### src/plr_regs.svh
`ifndef PLR_REGS_SVH
`define PLR_REGS_SVH

// register byte offsets
`define PLR_PHY_CTRL_OFS 12'h000
`define PLR_DTE_CTRL_OFS 12'h004
`define PLR_GEN_CFG_OFS 12'h008
`define PLR_PHY_CFG_OFS 12'h018
`define PLR_DTE_CFG_OFS 12'h028
`define PLR_STATUS_OFS 12'h038
`define PLR_CFG_STRIDE 12'h004

// field positions
`define PLR_CTRL_LPBK_BIT 14
`define PLR_CFG_LPBK_BIT 3
`define PLR_ST_POR_BIT 0
`define PLR_ST_PD_BIT 1
`define PLR_ST_ENABLE_BIT 2
`define PLR_ST_LPBK_LSB 4

// reset values
`define PLR_CTRL_RST 16'h0000
`define PLR_CFG_RST 16'h0000

// timing
`define PLR_REF_CLK_MHZ 125
`define PLR_POR_LIMIT_NS 1000000
`define PLR_POR_LIMIT_CYC ((`PLR_POR_LIMIT_NS * `PLR_REF_CLK_MHZ) / 1000)

`endif

### src/plr_pkg.sv
package plr_pkg;

    typedef enum logic [1:0] {
        PLR_POWER_DOWN,
        PLR_POR_RUN,
        PLR_ACTIVE
    } plr_state_type;

    typedef logic [15:0] plr_reg16_type;

endpackage

### src/plr_lane_if.sv
`timescale 1ns/1ns
interface plr_lane_if #(
    parameter int WORD_W = 10
);
    logic power_down;
    logic por_active;
    logic global_lpbk;
    logic cfg_lpbk;
    logic lpbk_pin;
    logic tx_serial;
    logic rx_serial_pin;
    logic [WORD_W-1:0] rx_word;
    logic rx_clk_src;
    logic loopback_en;
    logic tx_serial_out;
    logic tx_serial_oe;
    logic rx_serial_deser;
    logic [WORD_W-1:0] rx_data;
    logic rx_data_oe;
    logic rx_clk_out;

    modport ctrl (
        output power_down, por_active, global_lpbk, cfg_lpbk, lpbk_pin,
        output tx_serial, rx_serial_pin, rx_word, rx_clk_src,
        input loopback_en, tx_serial_out, tx_serial_oe, rx_serial_deser,
        input rx_data, rx_data_oe, rx_clk_out
    );
    modport lane (
        input power_down, por_active, global_lpbk, cfg_lpbk, lpbk_pin,
        input tx_serial, rx_serial_pin, rx_word, rx_clk_src,
        output loopback_en, tx_serial_out, tx_serial_oe, rx_serial_deser,
        output rx_data, rx_data_oe, rx_clk_out
    );
endinterface

### src/plr_lane.sv
`timescale 1ns/1ns
module plr_lane #(
    parameter int WORD_W = 10
) (
    // clock and reset
    input wire logic ref_clk_i,
    input wire logic rst_i,
    // lane signals
    plr_lane_if.lane lane
);

    logic [WORD_W-1:0] rx_data_reg;
    logic quiet;

    assign quiet = lane.power_down | lane.por_active;

    // or of sources
    assign lane.loopback_en = lane.lpbk_pin | lane.cfg_lpbk | lane.global_lpbk;

    // serial wrap
    assign lane.rx_serial_deser = lane.loopback_en ? lane.tx_serial : lane.rx_serial_pin;

    assign lane.tx_serial_out = lane.tx_serial;
    // driver released
    assign lane.tx_serial_oe = ~(lane.power_down | lane.loopback_en);

    // clock held low
    assign lane.rx_clk_out = lane.rx_clk_src & ~quiet;

    // bus released
    assign lane.rx_data_oe = ~quiet;

    // cleared while quiet so no stale word shows on release
    always_ff @(posedge ref_clk_i or posedge rst_i) begin
        if (rst_i) begin
            rx_data_reg <= '0;
        end else if (quiet) begin
            rx_data_reg <= '0;
        end else begin
            rx_data_reg <= lane.rx_word;
        end
    end

    assign lane.rx_data = rx_data_reg;

endmodule

### src/plr_ctrl.sv
// The implementer's own choices: register access over APB and the address map.
`timescale 1ns/1ns
`include "plr_regs.svh"

// How it works
// enable pin low puts the whole block into power-down, logic disabled
// power-down floats serial transmit outputs and receive parallel buses
// a lane loopback pin high enables internal loopback for that lane
// bit 14 of either global control register enables loopback everywhere
// bit 3 of a channel configuration register enables that lane's loopback
// in loopback, transmit serial data feeds the same lane's receiver
// in loopback, the lane's serial output driver is released
// an internal power-on reset runs after power is valid, no pin needed
// during power-on reset receive buses float and recovered clocks stay low
// power-on reset lasts a fixed reference clock count, below 1 ms
// lane loopback is the or of pin, channel bit and global bits
module plr_ctrl #(
    parameter int NUM_LANES = 4,
    parameter int WORD_W = 10,
    parameter int POR_CYCLES = `PLR_POR_LIMIT_CYC - 1
) (
    // clock and reset
    input wire logic ref_clk_i,
    input wire logic rst_i,

    // apb slave
    input wire logic psel_i,
    input wire logic penable_i,
    input wire logic pwrite_i,
    input wire logic [11:0] paddr_i,
    input wire logic [31:0] pwdata_i,
    input wire logic [3:0] pstrb_i,
    output logic [31:0] prdata_o,
    output logic pready_o,
    output logic pslverr_o,

    // power pin
    input wire logic enable_pin_i,

    // per-lane pins
    input wire logic [NUM_LANES-1:0] lane_loopback_pin_i,
    output logic [NUM_LANES-1:0] tx_serial_o,
    output logic [NUM_LANES-1:0] tx_serial_oe_o,
    input wire logic [NUM_LANES-1:0] rx_serial_pin_i,
    output logic [NUM_LANES-1:0][WORD_W-1:0] rx_parallel_data_o,
    output logic [NUM_LANES-1:0] rx_parallel_data_oe_o,
    output logic [NUM_LANES-1:0] rx_recovered_clock_o,

    // datapath side
    input wire logic [NUM_LANES-1:0] tx_serial_i,
    output logic [NUM_LANES-1:0] lane_rx_serial_o,
    input wire logic [NUM_LANES-1:0][WORD_W-1:0] rx_word_i,
    input wire logic [NUM_LANES-1:0] rx_clk_src_i,
    output logic [NUM_LANES-1:0] lane_loopback_o,
    output logic core_enable_o,
    output logic core_reset_o
);

    localparam int CNT_W = $clog2(POR_CYCLES + 1);
    // index of a channel within one register set
    localparam int CFG_W = $clog2(NUM_LANES);

    // the map has exactly four channel slots per set
    if (NUM_LANES != 4) begin : g_bad_lanes
        $error("plr_ctrl: NUM_LANES must be 4");
    end
    if (WORD_W < 1) begin : g_bad_word
        $error("plr_ctrl: WORD_W must be at least 1");
    end
    if (POR_CYCLES < 1 || POR_CYCLES >= `PLR_POR_LIMIT_CYC) begin : g_bad_por
        $error("plr_ctrl: POR_CYCLES must be 1 up to below the 1 ms count");
    end

    plr_pkg::plr_state_type state_reg;
    plr_pkg::plr_state_type state_next;
    logic [CNT_W-1:0] por_cnt_reg;
    logic por_done;

    plr_pkg::plr_reg16_type phy_ctrl_reg;
    plr_pkg::plr_reg16_type dte_ctrl_reg;
    plr_pkg::plr_reg16_type gen_cfg_reg [NUM_LANES];
    plr_pkg::plr_reg16_type phy_cfg_reg [NUM_LANES];
    plr_pkg::plr_reg16_type dte_cfg_reg [NUM_LANES];

    logic power_down;
    logic por_active;
    logic global_lpbk;
    logic [NUM_LANES-1:0] lane_lpbk;

    logic access;
    logic access_ok;
    logic wr_en;
    logic addr_hit;
    logic [31:0] rd_data;
    logic [15:0] wr_half;
    logic [15:0] wr_mask;
    logic is_phy_ctrl;
    logic is_dte_ctrl;
    logic is_status;
    logic is_gen;
    logic is_phy_cfg;
    logic is_dte_cfg;
    logic [CFG_W-1:0] cfg_idx;
    logic [11:0] gen_rel;
    logic [11:0] phy_rel;
    logic [11:0] dte_rel;

    // power state machine

    // reset length counted in ref clocks
    // count stops here; leaving the state clears it for the next run
    assign por_done = (por_cnt_reg == CNT_W'(POR_CYCLES - 1));

    always_comb begin
        state_next = state_reg;
        unique case (state_reg)
            plr_pkg::PLR_POWER_DOWN: begin
                // reset restarts on power valid
                if (enable_pin_i) begin
                    state_next = plr_pkg::PLR_POR_RUN;
                end
            end
            plr_pkg::PLR_POR_RUN: begin
                // pin low wins
                if (!enable_pin_i) begin
                    state_next = plr_pkg::PLR_POWER_DOWN;
                end else if (por_done) begin
                    state_next = plr_pkg::PLR_ACTIVE;
                end
            end
            plr_pkg::PLR_ACTIVE: begin
                // enter power-down
                if (!enable_pin_i) begin
                    state_next = plr_pkg::PLR_POWER_DOWN;
                end
            end
            // unused code: fall back to the quiet state
            default: begin
                state_next = plr_pkg::PLR_POWER_DOWN;
            end
        endcase
    end

    // reset starts on its own after rst_i
    always_ff @(posedge ref_clk_i or posedge rst_i) begin
        if (rst_i) begin
            state_reg <= plr_pkg::PLR_POR_RUN;
        end else begin
            state_reg <= state_next;
        end
    end

    // count periods of reference clock
    always_ff @(posedge ref_clk_i or posedge rst_i) begin
        if (rst_i) begin
            por_cnt_reg <= '0;
        end else if (state_reg == plr_pkg::PLR_POR_RUN && !por_done) begin
            por_cnt_reg <= por_cnt_reg + CNT_W'(1);
        end else if (state_reg != plr_pkg::PLR_POR_RUN) begin
            por_cnt_reg <= '0;
        end
    end

    assign power_down = (state_reg == plr_pkg::PLR_POWER_DOWN);
    assign por_active = (state_reg == plr_pkg::PLR_POR_RUN);

    // core logic disabled in power-down
    assign core_enable_o = ~power_down;
    // core also held in reset while powered down, so it always restarts clean
    assign core_reset_o = por_active | power_down;

    // apb slave, zero wait states
    assign access = psel_i & penable_i;
    // management is part of the disabled logic, so no writes and only status reads until active
    assign access_ok = (state_reg == plr_pkg::PLR_ACTIVE);
    assign wr_en = access & pwrite_i & access_ok & addr_hit;
    // storage is plain flip-flops, so no wait state is ever needed
    assign pready_o = 1'b1;
    // status stays readable when not active, but the refusal is still flagged
    assign pslverr_o = access & (~access_ok | ~addr_hit);

    assign gen_rel = paddr_i - `PLR_GEN_CFG_OFS;
    assign phy_rel = paddr_i - `PLR_PHY_CFG_OFS;
    assign dte_rel = paddr_i - `PLR_DTE_CFG_OFS;

    always_comb begin
        is_phy_ctrl = (paddr_i == `PLR_PHY_CTRL_OFS);
        is_dte_ctrl = (paddr_i == `PLR_DTE_CTRL_OFS);
        is_status = (paddr_i == `PLR_STATUS_OFS);
        is_gen = (paddr_i[1:0] == 2'h0) && (paddr_i >= `PLR_GEN_CFG_OFS)
            && (paddr_i < `PLR_PHY_CFG_OFS);
        is_phy_cfg = (paddr_i[1:0] == 2'h0) && (paddr_i >= `PLR_PHY_CFG_OFS)
            && (paddr_i < `PLR_DTE_CFG_OFS);
        is_dte_cfg = (paddr_i[1:0] == 2'h0) && (paddr_i >= `PLR_DTE_CFG_OFS)
            && (paddr_i < `PLR_STATUS_OFS);
        // the three channel sets decode alike; only the base differs
        cfg_idx = '0;
        if (is_gen) begin
            cfg_idx = gen_rel[CFG_W+1:2];
        end else if (is_phy_cfg) begin
            cfg_idx = phy_rel[CFG_W+1:2];
        end else if (is_dte_cfg) begin
            cfg_idx = dte_rel[CFG_W+1:2];
        end
        addr_hit = is_phy_ctrl | is_dte_ctrl | is_status | is_gen | is_phy_cfg | is_dte_cfg;
    end

    // byte lanes 0 and 1 only; upper lanes hit no storage
    assign wr_mask = {{8{pstrb_i[1]}}, {8{pstrb_i[0]}}};
    assign wr_half = pwdata_i[15:0];

    // everything returns to defaults while the block is not active
    always_ff @(posedge ref_clk_i or posedge rst_i) begin
        if (rst_i) begin
            phy_ctrl_reg <= `PLR_CTRL_RST;
        end else if (!access_ok) begin
            phy_ctrl_reg <= `PLR_CTRL_RST;
        end else if (wr_en && is_phy_ctrl) begin
            phy_ctrl_reg <= (phy_ctrl_reg & ~wr_mask) | (wr_half & wr_mask);
        end
    end

    always_ff @(posedge ref_clk_i or posedge rst_i) begin
        if (rst_i) begin
            dte_ctrl_reg <= `PLR_CTRL_RST;
        end else if (!access_ok) begin
            dte_ctrl_reg <= `PLR_CTRL_RST;
        end else if (wr_en && is_dte_ctrl) begin
            dte_ctrl_reg <= (dte_ctrl_reg & ~wr_mask) | (wr_half & wr_mask);
        end
    end

    always_ff @(posedge ref_clk_i or posedge rst_i) begin
        if (rst_i) begin
            for (int i = 0; i < NUM_LANES; i++) begin
                gen_cfg_reg[i] <= `PLR_CFG_RST;
            end
        end else if (!access_ok) begin
            for (int i = 0; i < NUM_LANES; i++) begin
                gen_cfg_reg[i] <= `PLR_CFG_RST;
            end
        end else if (wr_en && is_gen) begin
            gen_cfg_reg[cfg_idx] <= (gen_cfg_reg[cfg_idx] & ~wr_mask) | (wr_half & wr_mask);
        end
    end

    always_ff @(posedge ref_clk_i or posedge rst_i) begin
        if (rst_i) begin
            for (int i = 0; i < NUM_LANES; i++) begin
                phy_cfg_reg[i] <= `PLR_CFG_RST;
            end
        end else if (!access_ok) begin
            for (int i = 0; i < NUM_LANES; i++) begin
                phy_cfg_reg[i] <= `PLR_CFG_RST;
            end
        end else if (wr_en && is_phy_cfg) begin
            phy_cfg_reg[cfg_idx] <= (phy_cfg_reg[cfg_idx] & ~wr_mask) | (wr_half & wr_mask);
        end
    end

    always_ff @(posedge ref_clk_i or posedge rst_i) begin
        if (rst_i) begin
            for (int i = 0; i < NUM_LANES; i++) begin
                dte_cfg_reg[i] <= `PLR_CFG_RST;
            end
        end else if (!access_ok) begin
            for (int i = 0; i < NUM_LANES; i++) begin
                dte_cfg_reg[i] <= `PLR_CFG_RST;
            end
        end else if (wr_en && is_dte_cfg) begin
            dte_cfg_reg[cfg_idx] <= (dte_cfg_reg[cfg_idx] & ~wr_mask) | (wr_half & wr_mask);
        end
    end

    // read mux
    always_comb begin
        rd_data = 32'h0000_0000;
        if (is_phy_ctrl) begin
            rd_data[15:0] = phy_ctrl_reg;
        end else if (is_dte_ctrl) begin
            rd_data[15:0] = dte_ctrl_reg;
        end else if (is_gen) begin
            rd_data[15:0] = gen_cfg_reg[cfg_idx];
        end else if (is_phy_cfg) begin
            rd_data[15:0] = phy_cfg_reg[cfg_idx];
        end else if (is_dte_cfg) begin
            rd_data[15:0] = dte_cfg_reg[cfg_idx];
        end else if (is_status) begin
            rd_data[`PLR_ST_POR_BIT] = por_active;
            rd_data[`PLR_ST_PD_BIT] = power_down;
            rd_data[`PLR_ST_ENABLE_BIT] = enable_pin_i;
            rd_data[`PLR_ST_LPBK_LSB +: NUM_LANES] = lane_lpbk;
        end
    end

    // captured at setup so the access phase returns a settled word
    // only status is readable outside the active state
    always_ff @(posedge ref_clk_i or posedge rst_i) begin
        if (rst_i) begin
            prdata_o <= 32'h0000_0000;
        end else if (psel_i && !penable_i && !pwrite_i) begin
            prdata_o <= (access_ok || is_status) ? rd_data : 32'h0000_0000;
        end
    end

    // either control bit loops all lanes
    assign global_lpbk = phy_ctrl_reg[`PLR_CTRL_LPBK_BIT] | dte_ctrl_reg[`PLR_CTRL_LPBK_BIT];

    // lanes
    for (genvar g = 0; g < NUM_LANES; g++) begin : g_lane
        plr_lane_if #(.WORD_W(WORD_W)) lane_bus ();

        assign lane_bus.power_down = power_down;
        assign lane_bus.por_active = por_active;
        assign lane_bus.global_lpbk = global_lpbk;
        // per-channel bit from any set
        assign lane_bus.cfg_lpbk = gen_cfg_reg[g][`PLR_CFG_LPBK_BIT]
            | phy_cfg_reg[g][`PLR_CFG_LPBK_BIT] | dte_cfg_reg[g][`PLR_CFG_LPBK_BIT];
        // dedicated lane pin
        assign lane_bus.lpbk_pin = lane_loopback_pin_i[g];
        assign lane_bus.tx_serial = tx_serial_i[g];
        assign lane_bus.rx_serial_pin = rx_serial_pin_i[g];
        assign lane_bus.rx_word = rx_word_i[g];
        assign lane_bus.rx_clk_src = rx_clk_src_i[g];

        plr_lane #(.WORD_W(WORD_W)) u_lane (
            .ref_clk_i(ref_clk_i),
            .rst_i(rst_i),
            .lane(lane_bus.lane)
        );

        // status and datapath see the same effective enable
        assign lane_lpbk[g] = lane_bus.loopback_en;
        assign lane_loopback_o[g] = lane_bus.loopback_en;
        assign tx_serial_o[g] = lane_bus.tx_serial_out;
        assign tx_serial_oe_o[g] = lane_bus.tx_serial_oe;
        assign lane_rx_serial_o[g] = lane_bus.rx_serial_deser;
        assign rx_parallel_data_o[g] = lane_bus.rx_data;
        assign rx_parallel_data_oe_o[g] = lane_bus.rx_data_oe;
        assign rx_recovered_clock_o[g] = lane_bus.rx_clk_out;
    end

endmodule

### config.mk
export PLATFORM = sky130hd
export DESIGN_NAME = plr_ctrl
export DESIGN_NICKNAME = d
export VERILOG_FILES = /design/src/plr_pkg.sv /design/src/plr_lane_if.sv /design/src/plr_lane.sv /design/src/plr_ctrl.sv
export VERILOG_INCLUDE_DIRS = /design/src
export SDC_FILE = /design/constraint.sdc
export NUM_CORES = 1
export LEC_CHECK = 0
export BUFFER_PORTS_ARGS = -buffer_cell sky130_fd_sc_hd__buf_2
export CAP_MARGIN = 20
export CORE_MARGIN = 2
export CORE_UTILIZATION = 40
export CTS_CLUSTER_SIZE = 10
export DETAILED_ROUTE_END_ITERATION = 7
export PLACE_DENSITY = 0.63
export SETUP_SLACK_MARGIN = 0.4
export SLEW_MARGIN = 40
export SYNTH_ARGS = -nofsm -noshare
export SYNTH_HDL_FRONTEND = slang
export SYNTH_SLANG_ARGS = --single-unit
### constraint.sdc
create_clock -name ref_clk_i -period 14.4 [get_ports ref_clk_i]
set_input_delay 1.44 -clock ref_clk_i [delete_from_list [all_inputs] [get_ports ref_clk_i]]
set_output_delay 1.44 -clock ref_clk_i [all_outputs]
set_load 0.05 [all_outputs]
==> impl_metrics.tcl, run 1 <==
set metrics [dict create \
    period_share_pct 38.7 \
    synth_area_um2 14300 \
    crit_type "input port to output port" \
    initial_utilization_pct 40.4 \
    maxSlewHeadroom_pct 37.2 \
    routabilityCongestion 0.966 \
    fp.dieArea_um2 37300 \
    area_growth_pct 15.8 \
    syn_area_per_cell_um2 10.7 \
    coreArea_um2 35400 \
    clk_latency_ps 560 \
    dr.pass1.iters 7 \
    grt_overflow_total 0 \
    seq_area_frac_synth_pct 52.3 \
    synth_edf_count 0 \
    fin_tns_setup_ps 0 \
    tightestPinTransition_ps 939 \
    rsz0062_at_grt "no" \
    fmax_mhz 180 \
    clock_path_buffers 3 \
    grt_max_degree 142 \
    clockRootBuffer "clkbuf_16" \
    ys_types 79 \
    num_rows 69 \
    dpl.cell_count 1885 \
    use_met3_pct 5.92 \
    cts_made_buffers 37 \
    vias 12100 \
    port_buffers 174 \
    cp-end-kind "output port" \
    ir_drop_mv 0.0908 \
    dp_hpwl_um 31100 \
    cap_violations 0 \
    crit_path_start_kind "input port" \
    avgViaCountPerCell 6.21 \
    synth_seq_cells 299 \
    drt_iter0_markers 1322 \
    final_cell_area_um2 16600 \
    pin_count 210 \
    postLayoutCoreUtil_pct 46.8 \
    multi_input_area_um2 6230 \
    drv_slew 0 \
    skew_ps 24.4 \
    min_period_ps 5570 \
    drive_above_1_share_pct 21.1 \
    routedWlPerCell_um 24.8 \
    yosys_warnings 0 \
    critPathArrivalTime_ps 4130 \
    cts.reportedPaths.clkPinSlew_ps 50 \
    cts.sinks 299 \
    cp_max_fo 51 \
    placed_cell_area_um2 15500 \
    synthArstFlopShare_pct 100 \
    power_leakage_nw 7.80 \
    post_cts_buffers 0 \
    ant_nets 0 \
    drc_errors 0 \
    status "finished, final reports clean" \
    grt_pass1_wl_um 72400 \
    power_per_cell_area_nw_per_um2 109 \
    stdcell_count 1947 \
    finalSetupViolCount 0 \
    met1_usage_pct 34.8 \
    wirelength_um 48200 \
    netlist_instances 1336 \
    busiest_layer "met2" \
    hp-class "register to register" \
    cts_tree "built" \
    finalNetCount 1576 \
    antenna_found_initial 1 \
    num-fill-cells 3356 \
    track_usage_pct 25.9 \
    die_x_um 193 \
    synth-main-ff-cell "dfrtp_1" \
    seq_area_um2 7480 \
    required_ps 12960 \
    cts_max_level 2 \
    die_h_um 193 \
    cts_hold_buf 0 \
    gr-usage-met2_pct 38.3 \
    grt_pass1_vias 11800 \
    hold_viol 0 \
    cts-resized-gates 0 \
]
## where the power goes
group          internal, W  leakage, nW  switching [W]
clock network     0.000479        0.494       0.000354
logic            0.0000302         3.13      0.0000934
registers         0.000842         4.17     0.00000118
total              0.00135         7.80       0.000449
## routing by layer
layer / vias up / share of wire [%]
li1: 5183 / -
met1: 6097 / 41
met2: 651 / 44
met3: 159 / 10
met4: 0 / 5.7
met5: - / 0
## final timing paths
path / cells past startpoint / slack [ps] / startpoint / endpoint
setup / recovery: 7 / 8830 / paddr_i[3] / pslverr_o
hold / removal: 2 / 480 / phy_cfg_reg[31] / phy_cfg_reg[31]
setup reg to reg: 7 / 11220 / state_reg[1] / phy_ctrl_reg[13]
hold reg to reg: 2 / 480 / phy_cfg_reg[31] / phy_cfg_reg[31]
max in group asynchronous: 4 / 11750 / rst_i / g_lane[0].u_lane.lane.rx_data[4]
min in group asynchronous: 2 / 910 / rst_i / phy_ctrl_reg[11]
## cells in the mapped netlist, types with 4 or more instances
cell type    n  share of area, %
a22o_1     171                10
o211ai_1     5              0.26
or2_2        4              0.17
or3_1        8              0.35
and3_1      16              0.70
o21ai_0     61               2.1
o31ai_1     14              0.74
clkbuf_1    66               1.7
and4_1       6              0.37
buf_4       42               2.2
xor2_1      13              0.80
mux2_2      25               2.0
mux2i_1     43               3.0
o32a_1       5              0.35
and2_1      48               2.1
o21ai_1     20              0.70
o2bb2ai_1    4              0.25
o21a_1       4              0.21
nand4_1      8              0.35
a21oi_1     45               1.6
nand2_1    101               2.7
a22oi_1      9              0.47
o32ai_1      8              0.49
dfrtp_1    298                52
buf_2       23              0.81
buf_1        6              0.16
nor4_1       6              0.26
o22ai_1     17              0.74
xnor2_1      4              0.25
a2bb2oi_1   20               1.2
inv_1        9              0.24
nand2b_1     9              0.39
nand3_1     13              0.46
o221ai_1    16              0.98
a21o_1      11              0.58
nor2_1      81               2.1
nor3_1      32               1.1
## critical path: stages
cell and delay [ps]:
buf_2 70, buf_4 580, nand2b_1 480, nor2_1 740, nor2_1 210, o311a_1 340, buf_2 210
## cell families after synthesis
kind of cell,count (synthesis),share of synthesized area [%]
muxes,68,4.98
DFF,299,52.3
and+or+nand+nor,357,12.8
adders and majority gates,2,0.175
other,2,0.0525
buffers and inverters,146,5.14
xor gates and xnor gates,17,1.04
AOI/OAI and AO/OA,445,23.5
## stage by stage
| step | hold slack [ps] | total power, W | setup WS, ps |
|---|---|---|---|
| 3_3_place_gp | 462 | 0.000977 | 8950 |
| 3_5_place_dp | 471 | 0.000979 | 8920 |
| 6_report | 477 | 0.00180 | 8830 |
| 4_1_cts | 483 | 0.00181 | 8920 |
| 5_1_grt | 503 | 0.00186 | 8860 |
| 2_1_floorplan | 442 | 0.000941 | 4700 |
## final cells by class
type	instances	share of cell area, %
clock inverters	3	0.151
multi-input cells	906	37.6
clock buffers	56	6.08
inverters	9	0.280
well taps	461	3.48
flip-flops and latches	299	45.2
repair buffers	211	7.16
diodes	2	0.0302
## layout by cell type, fill, tap and decap left out, types with 25 or more instances in the layout
cell type / Yosys / layout
a21oi_1: 45 / 44
a22o_1: 171 / 171
and2_1: 48 / 48
buf_2: 23 / 173
buf_4: 42 / 34
clkbuf_16: 0 / 37
dfrtp_1: 298 / 298
mux2_2: 25 / 25
mux2i_1: 43 / 43
nand2_1: 101 / 100
nor2_1: 81 / 78
nor3_1: 32 / 31
o21ai_0: 61 / 61
No activity file was read; power rests on OpenSTA's default activity.
==> inputs of run 2 (changes only) <==
--- a/config.mk
+++ b/config.mk
@@ -6,6 +6,7 @@
 export SDC_FILE = /design/constraint.sdc
 export NUM_CORES = 1
 export LEC_CHECK = 0
+export ABC_AREA = 1
 export BUFFER_PORTS_ARGS = -buffer_cell sky130_fd_sc_hd__buf_2
 export CAP_MARGIN = 20
 export CORE_MARGIN = 2
==> constraint.sdc (replaced) <==
create_clock -name ref_clk_i -period 5.7 [get_ports ref_clk_i]
set_input_delay 0.57 -clock ref_clk_i [delete_from_list [all_inputs] [get_ports ref_clk_i]]
set_output_delay 0.57 -clock ref_clk_i [all_outputs]
set_load 0.05 [all_outputs]
==> run 2 against run 1 <==
Net effect:
- worst setup slack got worse by 6700 ps
- utilization decreased by 0.70 points
- critical path type is now input port to register
- first-iteration DRC count increased by 2.3%
- via count increased by 15%
- wire length decreased by 2.2%
- critical endpoint is now prdata_o[1]
- sequential share of layout area decreased by 1.9 points
- worst hold slack got worse by 450 ps
- clock skew increased by 0.59 ps
- clock power increased to 2.6 times the previous value
- final area increased by 4.3%
==> impl_metrics.tcl, run 2 <==
set metrics [dict create \
    status "finished, final reports clean" \
    timing.critical_path.mode_cell "nand2_1" \
    port_buffers 174 \
    min_period_ps 3610 \
    synthAdderAreaFrac_pct 0.165 \
    vias 13900 \
    preCtsSetupSlack_ps 1700 \
    netlist_instances 1967 \
    synthArstFlopShare_pct 100 \
    hp-class "input port to asynchronous set/reset pin" \
    routedWlPerCell_um 18.0 \
    clk_latency_ps 540 \
    cts_tree "built" \
    rsz0062_at_grt "no" \
    initial_utilization_pct 40.5 \
    synth_common_cells "nand2_1 (557), dfrtp_1 (298), inv_1 (289), o22ai_1 (126), nand3_1 (110)" \
    crit_type "input port to register" \
    cpMaxStageDelayCell "buf_4" \
    synth_edf_count 0 \
    r2r_end "phy_ctrl_reg[4]" \
    layout_commonest_cell "nand2_1" \
    worstRegToRegCells 10 \
    placed_cell_area_um2 16200 \
    pin_count 210 \
    synth.area.top_cells "dfrtp_1 (49%), nand2_1 (14%), inv_1 (7.2%), o22ai_1 (5.2%), nand3_1 (3.6%)" \
    grt_pass1_vias 13800 \
    cp-end-kind "register" \
    grt_pass1_wl_um 75100 \
    path_cells "buf_2 > inv_2 > nor2_1 > nand2_1 > nor2_1 > nor2_1 > nand2_2 > nand3_2 > nand2_4 > buf_4 > nand2_1 > nand2_1 > nand2_1 > nand3_1 > nand2_1 > nor2_1 > nand2_1 > nand2_1 > nand2_1 > nand2_1 > nand2_1" \
    synth_top_family_by_area "simple AND/OR/NAND/NOR gates" \
    yosysTopAreaCell "dfrtp_1" \
    dp_hpwl_um 31600 \
    die_h_um 199 \
    crit_path_start_kind "input port" \
    cts.reportedPaths.clkPinSlew_ps 60 \
    synth_xor_area_share_pct 0.116 \
    finalSetupViolCount 0 \
    fmax_mhz 277 \
    dr.pass1.iters 5 \
    cts_hold_buf 0 \
    diodes 0 \
    ys_types 41 \
    cap_violations 0 \
    cts.sinks 299 \
    synth_mux_area_share_pct 0.297 \
    period_share_pct 63.3 \
    clockRootBuffer "clkbuf_16" \
    finalNetCount 2196 \
    power_per_cell_area_nw_per_um2 265 \
    synth-main-ff-cell "dfrtp_1" \
    hold_viol 0 \
    routabilityCongestion 0.898 \
    synth.most_common_cell "nand2_1" \
    yosys_warnings 0 \
    die_x_um 199 \
    power_w 0.00458 \
    area_growth_pct 13.9 \
    critPathMaxStageDelay_ps 500 \
    drive_above_1_share_pct 14.6 \
    cts_made_buffers 37 \
    whs_ps 25.2 \
    grt_overflow_total 0 \
    grt_max_degree 101 \
    cts_max_level 2 \
    power_leakage_nw 9.09 \
    fp.dieArea_um2 39500 \
    ant_nets 0 \
    tightestPinTransition_ps 892 \
    reg2reg_slack_ps 2510 \
    required_ps 6100 \
    drv_slew 0 \
    clock_path_buffers 3 \
    syn_area_per_cell_um2 7.71 \
    ir_drop_mv 0.199 \
    timing.rr.start "state_reg[1]" \
    cts-resized-gates 0 \
    coreArea_um2 37500 \
    wirelength_um 47100 \
    avgViaCountPerCell 5.32 \
    final_cell_area_um2 17300 \
    drt_iter0_markers 1353 \
    skew_ps 25.0 \
    critPathArrivalTime_ps 4010 \
    mostFrequentLayoutCells "nand2_1 (557), dfrtp_1 (298), inv_1 (287), buf_2 (174), o22ai_1 (126)" \
    setup_ws_ps 2090 \
    synth_top_area_share_pct 49.2 \
    maxSlewHeadroom_pct 40.1 \
    track_usage_pct 24.5 \
    drc_errors 0 \
    synth_compound_area_share_pct 13.9 \
    num_rows 71 \
    cp_max_fo 44 \
    antenna_found_initial 0 \
    synth_area_um2 15200 \
    synth_seq_cells 299 \
    synthSimpleGateAreaFrac_pct 23.5 \
    seq_area_frac_synth_pct 49.3 \
    fin_tns_setup_ps 0 \
    post_cts_buffers 0 \
]
[run 2: cell families after synthesis]
group	Yosys count
compound gates	382
flops	299
fa+ha+maj	2
mux	4
xor+xnor	2
other cells	2
simple gates	836
buf+inv	440
[run 2: routing by layer]
metal | wire [um] | up-vias | global-route usage (%)
met5 | 0 | - | 0
met4 | 1760 | 0 | 10.7
met3 | 4350 | 111 | 5.12
met2 | 21100 | 679 | 38.2
met1 | 20000 | 6579 | 33.0
li1 | - | 6516 | -
[run 2: worst max-delay path by stage]
stage	startpoint	to	slack, ps	cells past startpoint
final	paddr_i[3]	prdata_o[1]	2090	21
after global placement	paddr_i[3]	prdata_o[4]	1710	21
after CTS	paddr_i[3]	prdata_o[1]	2250	21
after detailed placement	paddr_i[3]	prdata_o[1]	1700	21
after floorplan	rst_i	dte_cfg_reg[0]	1160	1
after global routing	paddr_i[9]	prdata_o[4]	1870	20
[run 2: worst max-delay path, delay by kind of cell]
family | cells | cell delay, ps
buffers and inverters | 3 | 840
AND/OR/NAND/NOR | 18 | 2560
[run 2: report_power, final]
| group | internal [W] | switching, W | total, W | leakage [nW] |
|---|---|---|---|---|
| registers | 0.00213 | 0.00000171 | 0.00213 | 4.17 |
| clock network | 0.00128 | 0.000895 | 0.00217 | 0.524 |
| logic | 0.0000603 | 0.000221 | 0.000281 | 4.39 |
| total | 0.00346 | 0.00112 | 0.00458 | 9.09 |
[run 2: area by class of cell]
class	count	area, um^2
clock buffer	53	1060
clock inverter	3	21.3
fill	3757	20200
inverter	310	1170
multi-input combinational	1243	5840
sequential	299	7480
tap	511	639
timing repair buffer	193	1060
[run 2: stage by stage]
stage | utilization [%] | instances
after floorplan | - | 1982
after global placement | 43.0 | 2554
after detailed placement | 43.1 | 2555
after CTS | 46.0 | 2611
after global routing | 46.1 | 2612
final | 46.1 | 2612
==> inputs of run 3 (changes only) <==
--- a/config.mk
+++ b/config.mk
@@ -13,7 +13,7 @@
 export CORE_UTILIZATION = 40
 export CTS_CLUSTER_SIZE = 10
 export DETAILED_ROUTE_END_ITERATION = 7
-export PLACE_DENSITY = 0.63
+export PLACE_DENSITY = 0.65
 export SETUP_SLACK_MARGIN = 0.4
 export SLEW_MARGIN = 40
 export SYNTH_ARGS = -nofsm -noshare
==> constraint.sdc (replaced) <==
create_clock -name ref_clk_i -period 3.1 [get_ports ref_clk_i]
set_input_delay 0.31 -clock ref_clk_i [delete_from_list [all_inputs] [get_ports ref_clk_i]]
set_output_delay 0.31 -clock ref_clk_i [all_outputs]
set_load 0.05 [all_outputs]
==> run 3 against run 2 <==
Net effect:
- die area is the same
- utilization is 1.6 points higher
- highest routed layer unchanged
- first-iteration DRC count grew 1.4%
- critical path type is now register to output port
- flip-flop and latch count stayed put
- global-route usage rose by 0.33 points
- total power is 85% higher
- sequential power rose by 84%
- critical path depth is 17 lower
- combinational power grew 100%
- sequential share of layout area decreased by 1.4 points
==> impl_metrics.tcl, run 3 (same netlist as run 2, synthesis figures left out) <==
set metrics [dict create \
    status "finished, final reports clean" \
    power_leakage_nw 9.39 \
    rsz0062_at_grt "no" \
    diodes 0 \
    netSwitchingPower_w 0.00203 \
    drive_above_1_share_pct 15.6 \
    min-delay-start "rx_word_i[28]" \
    track_usage_pct 24.8 \
    routedWlPerCell_um 18.2 \
    ir_drop_mv 0.300 \
    drc_errors 0 \
    finalNetCount 2258 \
    cts_max_level 2 \
    num-fill-cells 3658 \
    layout_commonest_cell "nand2_1" \
    maxSlewHeadroom_pct 46.8 \
    pwr-share-seq_pct 46.1 \
    fmax_mhz 378 \
    port_buffers 174 \
    dp_hpwl_um 33100 \
    cts.reportedPaths.clkPinSlew_ps 50 \
    period_share_pct 85.3 \
    min_period_ps 2640 \
    worstRegToRegCells 11 \
    cts_tree "built" \
    preCtsSetupSlack_ps 211 \
    dr.pass1.iters 6 \
    clock_path_buffers 3 \
    critPathArrivalTime_ps 2330 \
    area_growth_pct 17.8 \
    routabilityCongestion 0.893 \
    drv_slew 0 \
    cp_max_fo 4 \
    mostFrequentLayoutCells "nand2_1 (557), dfrtp_1 (298), inv_1 (288), buf_2 (174), o22ai_1 (126)" \
    cap_violations 0 \
    share_comb_of_total_power_pct 6.7 \
    drt_iter0_markers 1372 \
    clockRootBuffer "clkbuf_16" \
    crit_path_start_kind "register" \
    crit_type "register to output port" \
    clk_latency_ps 530 \
    ant_nets 0 \
    num_rows 71 \
    die_x_um 199 \
    die_h_um 199 \
    holdPathStages 3 \
    switching_share_pct 24.0 \
    coreArea_um2 37500 \
    grt_pass1_vias 14000 \
    vias 14300 \
    clockPowerShare_pct 47.2 \
    grt_overflow_total 0 \
    tightestPinTransition_ps 795 \
    cts.sinks 299 \
    wirelength_um 48600 \
    finalSetupViolCount 0 \
    whs_endpoint "g_lane[2].u_lane.lane.rx_data[8]" \
    pin_count 210 \
    power_w 0.00848 \
    hold_viol 0 \
    grt_max_degree 74 \
    avgViaCountPerCell 5.33 \
    hp-class "input port to register" \
    reg2reg_slack_ps 750 \
    cts_made_buffers 37 \
    r2r_end "gen_cfg_reg[22]" \
    skew_ps 21.4 \
    power_per_cell_area_nw_per_um2 475 \
    p_int_w 0.00645 \
    setup_ws_ps 456 \
    fp.dieArea_um2 39500 \
    required_ps 2790 \
    grt_pass1_wl_um 76300 \
    cp-end-kind "output port" \
    antenna_found_initial 0 \
    timing.rr.start "state_reg[1]" \
    initial_utilization_pct 40.5 \
]
==> run 3: cell count changes in the layout (fill, tap and decap cells not counted), sizes merged <==
cell and change:
dlygate4sd3 +32, buf +30, clkbuf -3, bufinv +1
clkinv +1, clkinvlp -1
==> run 3: stage by stage <==
stage,utilization (%),instances,area (um^2),hold slack (ps),TNS [ps]
finish,47.7,2672,17900,12.4,0
global route,47.7,2672,17900,10.4,0
CTS,47.6,2670,17800,1.83,0
detailed placement,43.8,2582,16400,425,0
global placement,43.8,2582,16400,430,0
floorplan,-,1982,15200,414,-352430
==> run 3: critical path, stage by stage (launching register included) <==
cell and delay [ps]:
dfrtp_1 400, nor2_2 320, nand4_1 460, mux2_2 420
buf_2 210
==> run 3: worst max-delay path by stage <==
stage / startpoint / endpoint / slack, ps
after detailed placement: paddr_i[9] / phy_cfg_reg[62] / 210
after global placement: paddr_i[9] / phy_cfg_reg[57] / 240
final: dte_ctrl_reg[14] / lane_rx_serial_o[3] / 460
after global routing: paddr_i[10] / pslverr_o / 430
after CTS: dte_ctrl_reg[14] / lane_rx_serial_o[3] / 340
after floorplan: rst_i / dte_cfg_reg[0] / -1180
==> run 3: what timing repair did <==
action | CTS | global route
gates resized for setup | 0 | 3
hold buffers | 32 | 0
pin swaps | 2 | 1
setup buffers | 2 | 2
endpoints found under the hold margin | 48 | 0
endpoints found under the setup margin | 2 | 13
==> run 3: metal layers <==
metal / part of all wire, % / track usage (%) / wire length, um
met5: 0 / 0 / 0
met4: 4.6 / 11.5 / 2240
met3: 9.6 / 5.14 / 4680
met2: 45 / 39.4 / 22000
met1: 41 / 32.6 / 19700
==> run 3: layout make-up <==
| cell class | count | area (um^2) | share of cell area [%] |
|---|---|---|---|
| clock buffers | 50 | 1040 | 5.81 |
| repair buffers | 255 | 1650 | 9.24 |
| clock inverters | 4 | 48.8 | 0.273 |
| multi-input cells | 1243 | 5840 | 32.7 |
| inverters | 310 | 1170 | 6.53 |
| flip-flops and latches | 299 | 7480 | 41.9 |
| well taps | 511 | 639 | 3.58 |
==> run 3: power by group through the flow <==
stage | combinational (W) | clock [W] | sequential, W
2_1_floorplan | 0.000357 | 0 | 0.00398
3_3_place_gp | 0.000521 | 0 | 0.00398
3_5_place_dp | 0.000525 | 0 | 0.00398
4_1_cts | 0.000561 | 0.00407 | 0.00391
5_1_grt | 0.000614 | 0.00422 | 0.00391
6_report | 0.000566 | 0.00400 | 0.00391
